<file path="config.mk">
export PLATFORM = sky130hd
export DESIGN_NAME = nsg_guard
export DESIGN_NICKNAME = d
export VERILOG_FILES = /design/src/logic/nsg_guard.v
export VERILOG_INCLUDE_DIRS = /design/src /design/src/logic
export SDC_FILE = /design/constraint.sdc
export NUM_CORES = 1
export LEC_CHECK = 0
export BUFFER_PORTS_ARGS = -buffer_cell sky130_fd_sc_hd__buf_2
export CORE_MARGIN = 4
export CORE_UTILIZATION = 43
export CTS_CLUSTER_DIAMETER = 120
export DETAILED_ROUTE_END_ITERATION = 10
export GPL_TIMING_DRIVEN = 1
export PLACE_DENSITY = 0.8
export SLEW_MARGIN = 0
export SYNTH_ARGS = -nofsm -noshare
export SYNTH_HDL_FRONTEND = slang
export SYNTH_SLANG_ARGS = --single-unit
</file>
<file path="constraint.sdc">
create_clock -name i_clock -period 2.3 [get_ports i_clock]
set_input_delay 0.46 -clock i_clock [delete_from_list [all_inputs] [get_ports i_clock]]
set_output_delay 0.46 -clock i_clock [all_outputs]
set_load 0.02 [all_outputs]
</file>
<file path="src/logic/nsg_map.vh">
// constants for the nonvolatile section write guard
`ifndef NSG_MAP_VH
`define NSG_MAP_VH
`define NSG_PAGE_BYTES 512
`define NSG_PAGE_SHIFT 9
// target memory codes
`define NSG_TGT_FLASH 3'h0
`define NSG_TGT_EEPROM 3'h1
`define NSG_TGT_USERROW 3'h2
`define NSG_TGT_SIGROW 3'h3
`define NSG_TGT_FUSE 3'h4
// operation codes
`define NSG_OP_READ 2'h0
`define NSG_OP_WRITE 2'h1
`define NSG_OP_ERASE 2'h2
`define NSG_OP_CHIP_ERASE 2'h3
// section codes
`define NSG_SEC_LOADER 2'h0
`define NSG_SEC_PROGRAM 2'h1
`define NSG_SEC_PARAM 2'h2
// busy time of an operation in clocks
`define NSG_FLASH_BUSY_CYCLES 16
`define NSG_EEPROM_BUSY_CYCLES 8
`endif

</file>
<file path="src/logic/nsg_guard.v">
// nonvolatile controller front end with inter-section write protection
// Notes on behaviour
// - flash pages hold 512 bytes, erase unit
// - erase covers whole pages, one or several
// - program writes one byte or one word
// - flash split into loader, program, parameter sections
// - no writes to the executing section
// - program section writable only from loader
// - parameter section writable from loader or program
// - parameter-section code may write only the user row
// - flash writes halt cpu, eeprom writes do not
// - chip erase keeps the user row
// - port writes user row even when locked
// - signature row holds id, serial, calibration
// - all nonvolatile access passes this block
// - section ends from fuses in page units
// - zero loader fuse makes all flash loader
// - reads stall while write or erase busy
`timescale 1ns/1ps
`default_nettype none
`include "nsg_map.vh"

module nsg_guard #(
  parameter ADDR_W = 15,          // flash byte address width
  parameter FUSE_W = 8,           // size fuse width
  parameter PAGE_CNT_W = 6,       // erase page count width
  parameter DEVICE_ID = 24'h5a5a01, // arbitrary neutral identity value
  parameter SERIAL_NO = 32'h00000001, // arbitrary serial value
  parameter CAL_BYTES = 16'h8080  // arbitrary calibration bytes
) (
  input wire i_clock, // system clock 40 MHz
  input wire i_reset_n, // asynchronous reset, active low
  input wire i_req, // request strobe, one cycle
  input wire i_from_port, // request from external programming port
  input wire [1:0] i_op, // operation code
  input wire [2:0] i_target, // target memory
  input wire [ADDR_W-1:0] i_addr, // byte address within target
  input wire [15:0] i_wdata, // write data
  input wire i_word, // write one 16-bit word, else one byte
  input wire [PAGE_CNT_W-1:0] i_page_cnt, // erase page count minus one
  input wire [ADDR_W-1:0] i_exec_pc, // byte address of the issuing fetch
  input wire [FUSE_W-1:0] i_loader_size_fuse, // loader size in pages
  input wire [FUSE_W-1:0] i_program_region_size_fuse, // program end in pages
  input wire i_locked, // device lock state
  input wire i_nvm_done, // array reports operation finished
  input wire [15:0] i_nvm_rdata, // array read data
  output reg o_ack, // request completed, one cycle
  output reg o_refused, // request refused, one cycle
  output reg [15:0] o_rdata, // read data, valid with o_ack
  output reg o_wait, // bus stall
  output reg o_cpu_halt, // processor halt
  output reg o_nvm_start, // start array operation, one cycle
  output reg [1:0] o_nvm_op, // array operation
  output reg [2:0] o_nvm_target, // array target
  output reg [ADDR_W-1:0] o_nvm_addr, // page-aligned for flash erase
  output reg [15:0] o_nvm_wdata, // array write data
  output reg o_nvm_word, // word write
  output reg [PAGE_CNT_W-1:0] o_nvm_page_cnt, // pages to erase minus one
  output reg o_nvm_keep_userrow // chip erase spares user row
);

  // ------------------------------------------------------------
  // section map
  // ------------------------------------------------------------
  localparam PAGE_BITS = ADDR_W - `NSG_PAGE_SHIFT;

  // classify a byte address into a section from the two fuses
  function [1:0] section_of;
    input [ADDR_W-1:0] a;
    input [FUSE_W-1:0] lsz;
    input [FUSE_W-1:0] psz;
    reg [FUSE_W-1:0] pg;
    begin
      pg = {{(FUSE_W-PAGE_BITS){1'b0}}, a[ADDR_W-1:`NSG_PAGE_SHIFT]};
      if (lsz == {FUSE_W{1'b0}}) begin
        section_of = `NSG_SEC_LOADER;
      end else if (pg < lsz) begin
        section_of = `NSG_SEC_LOADER;
      end else if (psz == {FUSE_W{1'b0}}) begin
        section_of = `NSG_SEC_PROGRAM;
      end else if (psz <= lsz) begin
        section_of = `NSG_SEC_PARAM;
      end else if (pg < psz) begin
        section_of = `NSG_SEC_PROGRAM;
      end else begin
        section_of = `NSG_SEC_PARAM;
      end
    end
  endfunction

  // ------------------------------------------------------------
  // request decode and protection
  // ------------------------------------------------------------
  localparam ST_IDLE = 3'h1;
  localparam ST_BUSY = 3'h2;
  localparam ST_READ = 3'h4;

  reg [2:0] state;
  reg [2:0] next_state;
  reg read_pend;

  wire [1:0] exec_sec = section_of(i_exec_pc, i_loader_size_fuse, i_program_region_size_fuse);
  wire [1:0] tgt_sec = section_of(i_addr, i_loader_size_fuse, i_program_region_size_fuse);
  wire is_read = (i_op == `NSG_OP_READ);
  wire is_flash = (i_target == `NSG_TGT_FLASH);

  reg allowed;
  reg halt_needed;
  always @* begin
    allowed = 1'b0;
    halt_needed = 1'b0;
    if (is_read) begin
      allowed = 1'b1;
    end else if (i_from_port) begin
      // port may write everything but the signature row, user row even if locked
      allowed = (i_target != `NSG_TGT_SIGROW) &&
        (!i_locked || i_target == `NSG_TGT_USERROW);
    end else if (i_op == `NSG_OP_CHIP_ERASE) begin
      allowed = 1'b0;
    end else begin
      case (i_target)
        `NSG_TGT_FLASH: begin
          if (exec_sec == `NSG_SEC_PARAM) begin
            allowed = 1'b0;
          end else if (tgt_sec == exec_sec) begin
            allowed = 1'b0;
          end else if (tgt_sec == `NSG_SEC_PROGRAM) begin
            allowed = (exec_sec == `NSG_SEC_LOADER);
          end else begin
            allowed = (tgt_sec == `NSG_SEC_PARAM);
          end
          halt_needed = allowed;
        end
        `NSG_TGT_EEPROM: allowed = (exec_sec != `NSG_SEC_PARAM);
        `NSG_TGT_USERROW: allowed = 1'b1;
        default: allowed = 1'b0; // signature row and fuses are not cpu-writable
      endcase
    end
  end

  // ------------------------------------------------------------
  // sequencing
  // ------------------------------------------------------------
  always @* begin
    next_state = state;
    case (state)
      ST_IDLE: begin
        if (i_req && allowed && !is_read) begin
          next_state = ST_BUSY;
        end else if (i_req && is_read) begin
          next_state = ST_READ;
        end
      end
      ST_BUSY: begin
        if (i_nvm_done) begin
          next_state = read_pend ? ST_READ : ST_IDLE;
        end
      end
      ST_READ: next_state = ST_IDLE;
      default: next_state = ST_IDLE;
    endcase
  end

  always @(posedge i_clock or negedge i_reset_n) begin
    if (!i_reset_n) begin
      state <= ST_IDLE;
      read_pend <= 1'b0;
      o_ack <= 1'b0;
      o_refused <= 1'b0;
      o_rdata <= 16'h0000;
      o_wait <= 1'b0;
      o_cpu_halt <= 1'b0;
      o_nvm_start <= 1'b0;
      o_nvm_op <= `NSG_OP_READ;
      o_nvm_target <= `NSG_TGT_FLASH;
      o_nvm_addr <= {ADDR_W{1'b0}};
      o_nvm_wdata <= 16'h0000;
      o_nvm_word <= 1'b0;
      o_nvm_page_cnt <= {PAGE_CNT_W{1'b0}};
      o_nvm_keep_userrow <= 1'b0;
    end else begin
      state <= next_state;
      o_ack <= 1'b0;
      o_refused <= 1'b0;
      o_nvm_start <= 1'b0;
      case (state)
        ST_IDLE: begin
          if (i_req && !is_read && !allowed) begin
            o_refused <= 1'b1;
          end else if (i_req && !is_read) begin
            // all array writes and erases issue here, reads start no array operation
            o_nvm_start <= 1'b1;
            o_nvm_op <= i_op;
            o_nvm_target <= i_target;
            o_nvm_wdata <= i_wdata;
            o_nvm_word <= i_word;
            o_nvm_page_cnt <= i_page_cnt;
            o_nvm_keep_userrow <= (i_op == `NSG_OP_CHIP_ERASE);
            if (i_op == `NSG_OP_ERASE && is_flash) begin
              // flash erase is rounded down to the page start
              o_nvm_addr <= {i_addr[ADDR_W-1:`NSG_PAGE_SHIFT],
                {`NSG_PAGE_SHIFT{1'b0}}};
            end else if (i_word) begin
              o_nvm_addr <= {i_addr[ADDR_W-1:1], 1'b0};
            end else begin
              o_nvm_addr <= i_addr;
            end
            o_cpu_halt <= halt_needed && !i_from_port;
          end else if (i_req && is_read) begin
            o_ack <= 1'b1;
            // signature row answers from fixed values here; a read held behind a write gets i_nvm_rdata
            if (i_target == `NSG_TGT_SIGROW) begin
              o_rdata <= sig_byte(i_addr[3:0]);
            end else begin
              o_rdata <= i_nvm_rdata;
            end
          end
        end
        ST_BUSY: begin
          o_wait <= (i_req && is_read) || (read_pend && !i_nvm_done);
          if (i_req && is_read) begin
            read_pend <= 1'b1;
          end
          if (i_nvm_done) begin
            o_cpu_halt <= 1'b0;
            o_ack <= !read_pend;
          end
        end
        ST_READ: begin
          o_wait <= 1'b0;
          if (read_pend) begin
            read_pend <= 1'b0;
            o_ack <= 1'b1;
            o_rdata <= i_nvm_rdata;
          end
        end
        default: o_wait <= 1'b0;
      endcase
    end
  end

  // signature row contents: id, serial, calibration
  function [15:0] sig_byte;
    input [3:0] idx;
    begin
      case (idx)
        4'h0: sig_byte = {8'h00, DEVICE_ID[23:16]};
        4'h1: sig_byte = {8'h00, DEVICE_ID[15:8]};
        4'h2: sig_byte = {8'h00, DEVICE_ID[7:0]};
        4'h4: sig_byte = {8'h00, SERIAL_NO[31:24]};
        4'h5: sig_byte = {8'h00, SERIAL_NO[23:16]};
        4'h6: sig_byte = {8'h00, SERIAL_NO[15:8]};
        4'h7: sig_byte = {8'h00, SERIAL_NO[7:0]};
        4'h8: sig_byte = {8'h00, CAL_BYTES[15:8]};
        4'h9: sig_byte = {8'h00, CAL_BYTES[7:0]};
        default: sig_byte = 16'h0000;
      endcase
    end
  endfunction

endmodule // nsg_guard
`default_nettype wire

</file>
==> out/qor.csv, run 1 <==
metric;value;unit
synth_nets;467;
port_buffers;151;
run_status;finished with violations;
slew_headroom;0.579;
drtAntennaViolNets;0;
grt_pass1_wl;16200;um
yosysUniqueCellTypes;49;
skew;0.00721;ns
yosysTopAreaCellShare;0.456;
grt_max_degree;42;
yosysTopAreaCell;dfrtp_1;
synth_common_cells;68 x dfrtp_1, 53 x nand2_1, 28 x ha_1, 28 x mux2_4, 27 x inv_1;
overflow;0;
die_w;101;um
crit_path_start_kind;input pin;
worstHoldPathType;in -> async;
ir_drop;0.321;mV
rsz0062_at_grt;true;
syn-cell-area;0.00373;mm2
violations;negative setup slack;
synth_flop_cell;dfrtp_1;
rows;33;
finalSetupViolations;45;
maxCapViolations;0;
antenna_found_initial;1;
finalCritPeriodShare;1.06;
finalHoldWorstSlack;0.123;ns
first_pass_iters;4;
start_util;0.448;
final_nets;673;
synth_edf_count;0;
h-tree-depth;3;
die-height;101;um
area_growth;50.5;%
path_max_fanout;12;
track_usage;0.198;
ys_seq_area_frac;0.463;
ys_warn_count;0;
core_area;0.00834;mm2
endpoint_kind;flip-flop;
yosys-top-cells-area;dfrtp_1 46%, mux2_4 11%, ha_1 9.4%;
max_freq;0.409;GHz
power.density;918;mW/mm2
avgSynthCellArea;10.9;um2
power_leakage;0.00308;uW
gp_congestion;0.913;
io-pin-count;161;
dp_hpwl;8090;um
routed_via_density;5.15;
setup_slack;-0.146;ns
dieArea;0.0102;mm2
worstSetupPathType;in -> reg;
required;2.51;ns
period_minus_slack;2.45;ns
synthCells;343;
grt_pass1_vias;3412;
async_reset_ff_frac;1.00;
slew_viol_final;0;
reg2reg_depth;7;
drc;0;
detail_route.wl_per_cell;15.7;um
cts_made_buffers;9;
fin_tns_setup;-4.87;ns
clk_pin_slew;0.08;ns
clock_sinks;69;
synth_most_common_cell;dfrtp_1;
final-hold-violation-count;0;
worst_slew_pin_slew;0.632;ns
num_vias;3400;
synth-seq-cells;69;
cts_tree;built;
crit_arrival;2.66;ns
clockRootBuffer;clkbuf_8;
drt_iter0_drc;158;
clock_latency;0.33;ns
clock_path_buffers;2;
drive_gt1_frac;0.520;
routed_wl;10400;um
==> critical path: stages <==
cell and delay, ns:
buf_12 0.11, inv_16 0.04, ha_4 0.19, and3_4 0.18, a32o_2 0.28, a31oi_4 0.16
o2111ai_2 0.12, a211o_1 0.34, a31o_4 0.30, buf_12 0.17, mux2_4 0.30
==> report_power, final <==
group | leakage, uW | switching (uW) | internal [uW]
Clock | 0.000126 | 450 | 781
Combinational | 0.00212 | 1120 | 933
Sequential | 0.000837 | 232 | 1640
Total | 0.00308 | 1800 | 3350
==> state kept, by name, summed over array words and instances (netlist names) <==
signal              count
o_nvm_start             1
o_wait                  1
o_nvm_keep_userrow      1
o_nvm_addr             15
o_nvm_target            3
state                   3
o_nvm_page_cnt          6
o_refused               1
o_nvm_word              1
read_pend               1
o_nvm_op                2
o_nvm_wdata            16
o_rdata                16
o_ack                   1
o_cpu_halt              1
==> final timing paths <==
check	start	to	slack, ns
max	i_loader_size_fuse[2]	o_nvm_wdata[14]	-0.15
min	i_reset_n	o_nvm_addr[4]	0.12
max reg2reg	state[0]	o_nvm_wdata[14]	0.16
min reg2reg	o_rdata[15]	o_rdata[15]	0.47
max in group asynchronous	i_reset_n	state[0]	1.73
min in group i_clock	i_nvm_rdata[2]	o_rdata[2]	0.35
==> cell usage in the layout (no fill, tap or decap), types with 6 or more instances in the layout <==
cell type,n
nand2_1,53
a21oi_1,19
o21ai_0,15
mux2_4,33
ha_4,10
clkbuf_8,11
inv_1,19
a21o_1,6
ha_1,18
buf_6,11
buf_2,141
nor2_1,8
mux2i_1,8
buf_4,46
nand3_1,13
dfrtp_1,68
==> per-layer routing <==
| metal | up-vias | wire [um] | track usage | part of all wire |
|---|---|---|---|---|
| li1 | 1631 | - | - | - |
| met1 | 1626 | 4130 | 0.238 | 0.40 |
| met2 | 125 | 5240 | 0.354 | 0.51 |
| met3 | 16 | 775 | 0.0475 | 0.075 |
| met4 | 2 | 202 | 0.0562 | 0.020 |
| met5 | - | 7 | 0 | 0.00068 |
==> final cells by class <==
cell class                      instances  area, um2
Sequential cell                        69       1730
Tap cell                              105        131
Antenna cell                            1       2.50
Multi-Input combinational cell        237       2040
Inverter                               27        128
Fill cell                             644       2720
Timing Repair Buffer                  205       1330
Clock buffer                           11        151
Clock inverter                          5        106
==> cells by family after synthesis <==
logic type      Yosys count  synth area share
xor+xnor                  2           0.00469
fa+ha+maj                29            0.0969
compound gates           68             0.119
buf+inv                  37            0.0462
flops                    69             0.463
simple gates             97             0.121
mux                      41             0.149
==> per-stage QoR <==
step / util / setup slack, ns / instances / total power (uW) / area (um2)
after floorplan: - / -0.322 / 343 / 3070 / 3870
after global placement: 0.607 / -0.569 / 635 / 3780 / 5060
after detailed placement: 0.607 / -0.616 / 635 / 3860 / 5060
after CTS: 0.662 / -0.130 / 657 / 5160 / 5520
after global routing: 0.673 / -0.185 / 659 / 5440 / 5620
final: 0.674 / -0.146 / 660 / 5160 / 5620
==> repair_timing <==
action / 4_1_cts / 5_1_grt
setup buffers: 4 / 2
cloned: 2 / 0
resized for setup: 30 / 16
setup endpoints to repair: 44 / 46
pin swaps: 5 / 2
hold buffers: 0 / 0
(Power assumes the default switching activity.)
==> run 2: changes to the inputs <==
CORE_UTILIZATION = 52   (was 43)
PLACE_DENSITY = 0.9   (was 0.8)
clock period = 3.1 ns   (was 2.3 ns; I/O delays follow)
==> run 2 against run 1 <==
Effect of this change:
- the flow now finishes without violations
- cell count decreased by 7.7%
- hold slack improved by 0.044 ns
- cell area decreased by 13%
- highest routed layer is now met4
==> out/qor.csv, run 2 (synthesis results as in run 1) <==
metric;value;unit
critPathTopFamily;compound AO/OA/AOI/OAI gates;
dieArea;0.00860;mm2
routed_via_density;5.32;
track_usage;0.229;
slew_headroom;0.518;
dp_hpwl;7630;um
max_freq;0.357;GHz
slew_viol_final;0;
power.density;737;mW/mm2
port_buffers;151;
antenna_found_initial;0;
crit_arrival;3.02;ns
worstSetupPathType;in -> reg;
clk_pin_slew;0.08;ns
cp.buffers_inverters;3;
path_max_fanout;20;
cts_tree;built;
finalCritPeriodShare;0.903;
first_pass_iters;4;
power_leakage;0.00276;uW
crit_chain;buf_2, inv_1, ha_1, a21o_1, a221o_1, a221o_1, o2111ai_1, a211o_1, a31o_2, buf_12, mux2_2;
drc;0;
rows;30;
area_growth;30.8;%
final_nets;632;
cts_made_buffers;9;
gp_congestion;0.909;
ir_drop;0.286;mV
rsz0062_at_grt;false;
grt_max_degree;31;
crit_path_start_kind;input pin;
hold_buffers;0;
layout_commonest_cell;buf_2;
finalHoldWorstSlack;0.167;ns
drtAntennaViolNets;0;
period_minus_slack;2.80;ns
drive_gt1_frac;0.431;
die-height;92.7;um
reg_top3;o_nvm_wdata x16, o_rdata x16, o_nvm_addr x15;
clock_path_buffers;2;
detail_route.wl_per_cell;15.9;um
clock_sinks;69;
h-tree-depth;3;
die_w;92.7;um
overflow;0;
final_cell_mix;151 x buf_2, 68 x dfrtp_1, 53 x nand2_1, 28 x mux2_4, 28 x ha_1;
clockRootBuffer;clkbuf_8;
cts_resized;0;
grt_pass1_vias;3349;
num_vias;3237;
antenna_cells;0;
cp_common_cell;a221o_1;
io-pin-count;161;
final-hold-violation-count;0;
clock_latency;0.34;ns
endpoint_kind;flip-flop;
required;3.33;ns
core_area;0.00687;mm2
skew;0.00901;ns
max_stage_delay;0.37;ns
maxCapViolations;0;
worst_slew_pin_slew;0.722;ns
worstHoldPathType;in -> async;
run_status;finished clean;
post_cts_buffers;0;
grt_pass1_wl;15700;um
finalSetupViolations;0;
cp_slowest_cell;a221o_1;
fin_tns_setup;0;ns
drt_iter0_drc;145;
routed_wl;9700;um
start_util;0.544;
## run 2: through the flow
| step | setup slack (ns) | instance area, um2 | utilization | instances | total power, uW |
|---|---|---|---|---|---|
| 6_report | 0.301 | 4880 | 0.711 | 609 | 3600 |
| 3_5_place_dp | -0.0546 | 4660 | 0.679 | 593 | 2810 |
| 3_3_place_gp | 0.00572 | 4660 | 0.679 | 593 | 2740 |
| 5_1_grt | 0.178 | 4880 | 0.711 | 609 | 3800 |
| 2_1_floorplan | 0.0996 | 3730 | - | 343 | 2260 |
| 4_1_cts | 0.301 | 4880 | 0.711 | 609 | 3630 |
## run 2: area by class of cell
type / instances / area [um2]
clock buffers: 9 / 124
clock inverters: 7 / 97.6
fillers: 522 / 1990
inverters: 27 / 101
multi-input cells: 237 / 1830
flip-flops and latches: 69 / 1730
well taps: 96 / 120
repair buffers: 164 / 878
## run 2: power breakdown
part | total [uW] | leakage (uW) | switching, uW | internal (uW)
logic | 1400 | 0.00182 | 805 | 598
registers | 1390 | 0.000837 | 174 | 1210
clock network | 807 | 0.000106 | 352 | 455
## run 2: path summary, 6_finish.rpt
check | cells past startpoint | startpoint | slack, ns | to
setup / recovery | 11 | i_loader_size_fuse[2] | 0.30 | o_nvm_addr[11]
hold / removal | 1 | i_reset_n | 0.17 | o_rdata[7]
setup reg to reg | 7 | state[0] | 0.70 | o_nvm_wdata[3]
hold reg to reg | 2 | o_rdata[15] | 0.47 | o_rdata[15]
max in group asynchronous | 2 | i_reset_n | 2.22 | state[0]
min in group i_clock | 2 | o_rdata[15] | 0.47 | o_rdata[15]
## run 2: per-layer routing
| metal | share of wire | wire length, um | global-route usage | up-vias |
|---|---|---|---|---|
| met5 | 0 | 0 | 0 | - |
| met4 | 0.029 | 279 | 0.0952 | 0 |
| met3 | 0.066 | 643 | 0.0471 | 24 |
| met2 | 0.51 | 4940 | 0.397 | 138 |
| met1 | 0.40 | 3830 | 0.278 | 1533 |
| li1 | - | - | - | 1542 |
==> run 3: changes to the inputs <==
CORE_UTILIZATION = 53   (was 52)
CTS_BUF_LIST = sky130_fd_sc_hd__clkbuf_4   (was not set)
GPL_TIMING_DRIVEN = not set   (was 1)
PLACE_DENSITY = 0.92   (was 0.9)
==> run 3 against run 2 <==
Effect of this change:
- routed wire length fell by 2.4%
- cell count fell by 0.49%
- sequential share of layout area rose by 0.85 points
- clock power fell by 33%
- power fell by 7.7%
- critical endpoint unchanged
- largest cell class unchanged
==> out/qor.csv, run 3 (synthesis results as in run 1) <==
metric;value;unit
final_cell_mix;151 x buf_2, 68 x dfrtp_1, 53 x nand2_1, 28 x mux2_4, 28 x ha_1;
rsz0062_at_grt;false;
finalSetupViolations;0;
drt_iter0_drc;121;
dp_hpwl;7540;um
worst_slew_pin_slew;0.717;ns
cts_tree;built;
multi_input_area;0.00183;mm2
worstSetupPathType;in -> reg;
grt_pass1_wl;15700;um
gp_congestion;0.903;
area_growth;27.7;%
timing.rr.end;o_nvm_wdata[1];
final_nets;630;
cts_made_buffers;9;
dieArea;0.00845;mm2
routed_wl;9470;um
finalHoldWorstSlack;0.125;ns
rr_startpoint;state[0];
core_area;0.00683;mm2
reg2reg_depth;7;
die-height;91.9;um
clkPwrFrac;0.162;
switching_share;0.385;
crit_path_start_kind;input pin;
track_usage;0.233;
required;3.38;ns
slew_headroom;0.522;
clock_sinks;69;
clockRootBuffer;clkbuf_4;
design_area;0.00477;mm2
crit_arrival;3.08;ns
layout_commonest_cell;buf_2;
fillers;525;
skew;0.0176;ns
start_util;0.547;
fin_tns_setup;0;ns
run_status;finished clean;
antenna_found_initial;0;
drive_gt1_frac;0.424;
drtAntennaViolNets;0;
rows;30;
h-tree-depth;3;
detail_route.wl_per_cell;15.6;um
endpoint_kind;flip-flop;
seq_power_share;0.417;
post_cts_buffers;0;
max_freq;0.358;GHz
port_buffers;151;
switching_power;1280;uW
die_w;91.9;um
ir_drop;0.281;mV
maxCapViolations;0;
reg_top3;o_nvm_wdata x16, o_rdata x16, o_nvm_addr x15;
seq_area;0.00173;mm2
finalCritPeriodShare;0.902;
final-hold-violation-count;0;
critPathLaunch;i_loader_size_fuse[2];
dp_cells;591;
io-pin-count;161;
overflow;0;
routed_via_density;5.33;
instances_no_fill;606;
r2r_setup_slack;0.62;ns
slew_viol_final;0;
path_max_fanout;20;
power_leakage;0.00272;uW
grt_max_degree;28;
endpoint;o_nvm_addr[11];
drc;0;
first_pass_iters;5;
cts_resized;0;
power.density;697;mW/mm2
clk_pin_slew;0.12;ns
pwr-share-comb;0.421;
clock_path_buffers;2;
clock_latency;0.40;ns
intPower;2040;uW
hold_buffers;0;
place_area;0.00465;mm2
antenna_cells;0;
grt_pass1_vias;3345;
worstHoldPathType;in -> async;
num_vias;3230;
period_minus_slack;2.80;ns
-- run 3: cell count changes in the layout (fill, tap and decap cells not counted), sizes merged --
cell and delta:
buf -2, clkinv +2, bufinv -1, clkinvlp -1
inv -1
-- run 3: critical path, stage by stage --
cell and delay, ns:
buf_2 0.08, inv_1 0.06, ha_1 0.31, a21o_1 0.19, a221o_1 0.36, a221o_1 0.38, o2111ai_1 0.11, a211o_1 0.17
a31o_2 0.23, buf_12 0.21, mux2_2 0.36
-- run 3: metrics by stage --
stage          total power, uW   util  worst slack [ns]
5_1_grt                   3520  0.698             0.202
3_3_place_gp              2740  0.680          -0.00887
3_5_place_dp              2810  0.680           -0.0940
4_1_cts                   3350  0.698             0.343
6_report                  3320  0.698             0.304
2_1_floorplan             2260      -            0.0996
-- run 3: final cells by class --
class / count / area share
repair buffers: 162 / 0.181
well taps: 96 / 0.0252
inverters: 27 / 0.0213
multi-input cells: 237 / 0.384
flip-flops and latches: 69 / 0.362
clock buffers: 9 / 0.0142
clock inverters: 6 / 0.0115
-- run 3: metal layers --
layer / global-route usage / up-vias / share of wire
met2: 0.403 / 130 / 0.52
met5: 0 / - / 0
met1: 0.280 / 1533 / 0.40
met4: 0.0941 / 0 / 0.022
met3: 0.0517 / 21 / 0.060
li1: - / 1546 / -
-- run 3: power groups by stage --
stage | registers, uW | clock network (uW) | logic (uW)
finish | 1380 | 539 | 1400
global route | 1430 | 589 | 1500
CTS | 1380 | 556 | 1410
detailed placement | 1400 | 0 | 1410
global placement | 1380 | 0 | 1360
floorplan | 1780 | 0 | 487
-- run 3: worst min-delay path by stage --
stage               slack (ns)            end  cells after the start   startpoint
global placement          0.45    o_rdata[11]                      2  o_rdata[11]
CTS                       0.12     o_rdata[7]                      1    i_reset_n
floorplan                 0.32          o_ack                      0    i_reset_n
detailed placement        0.45    o_rdata[11]                      2  o_rdata[11]
global route              0.13    o_nvm_start                      1    i_reset_n
finish                    0.13  o_nvm_addr[6]                      1    i_reset_n
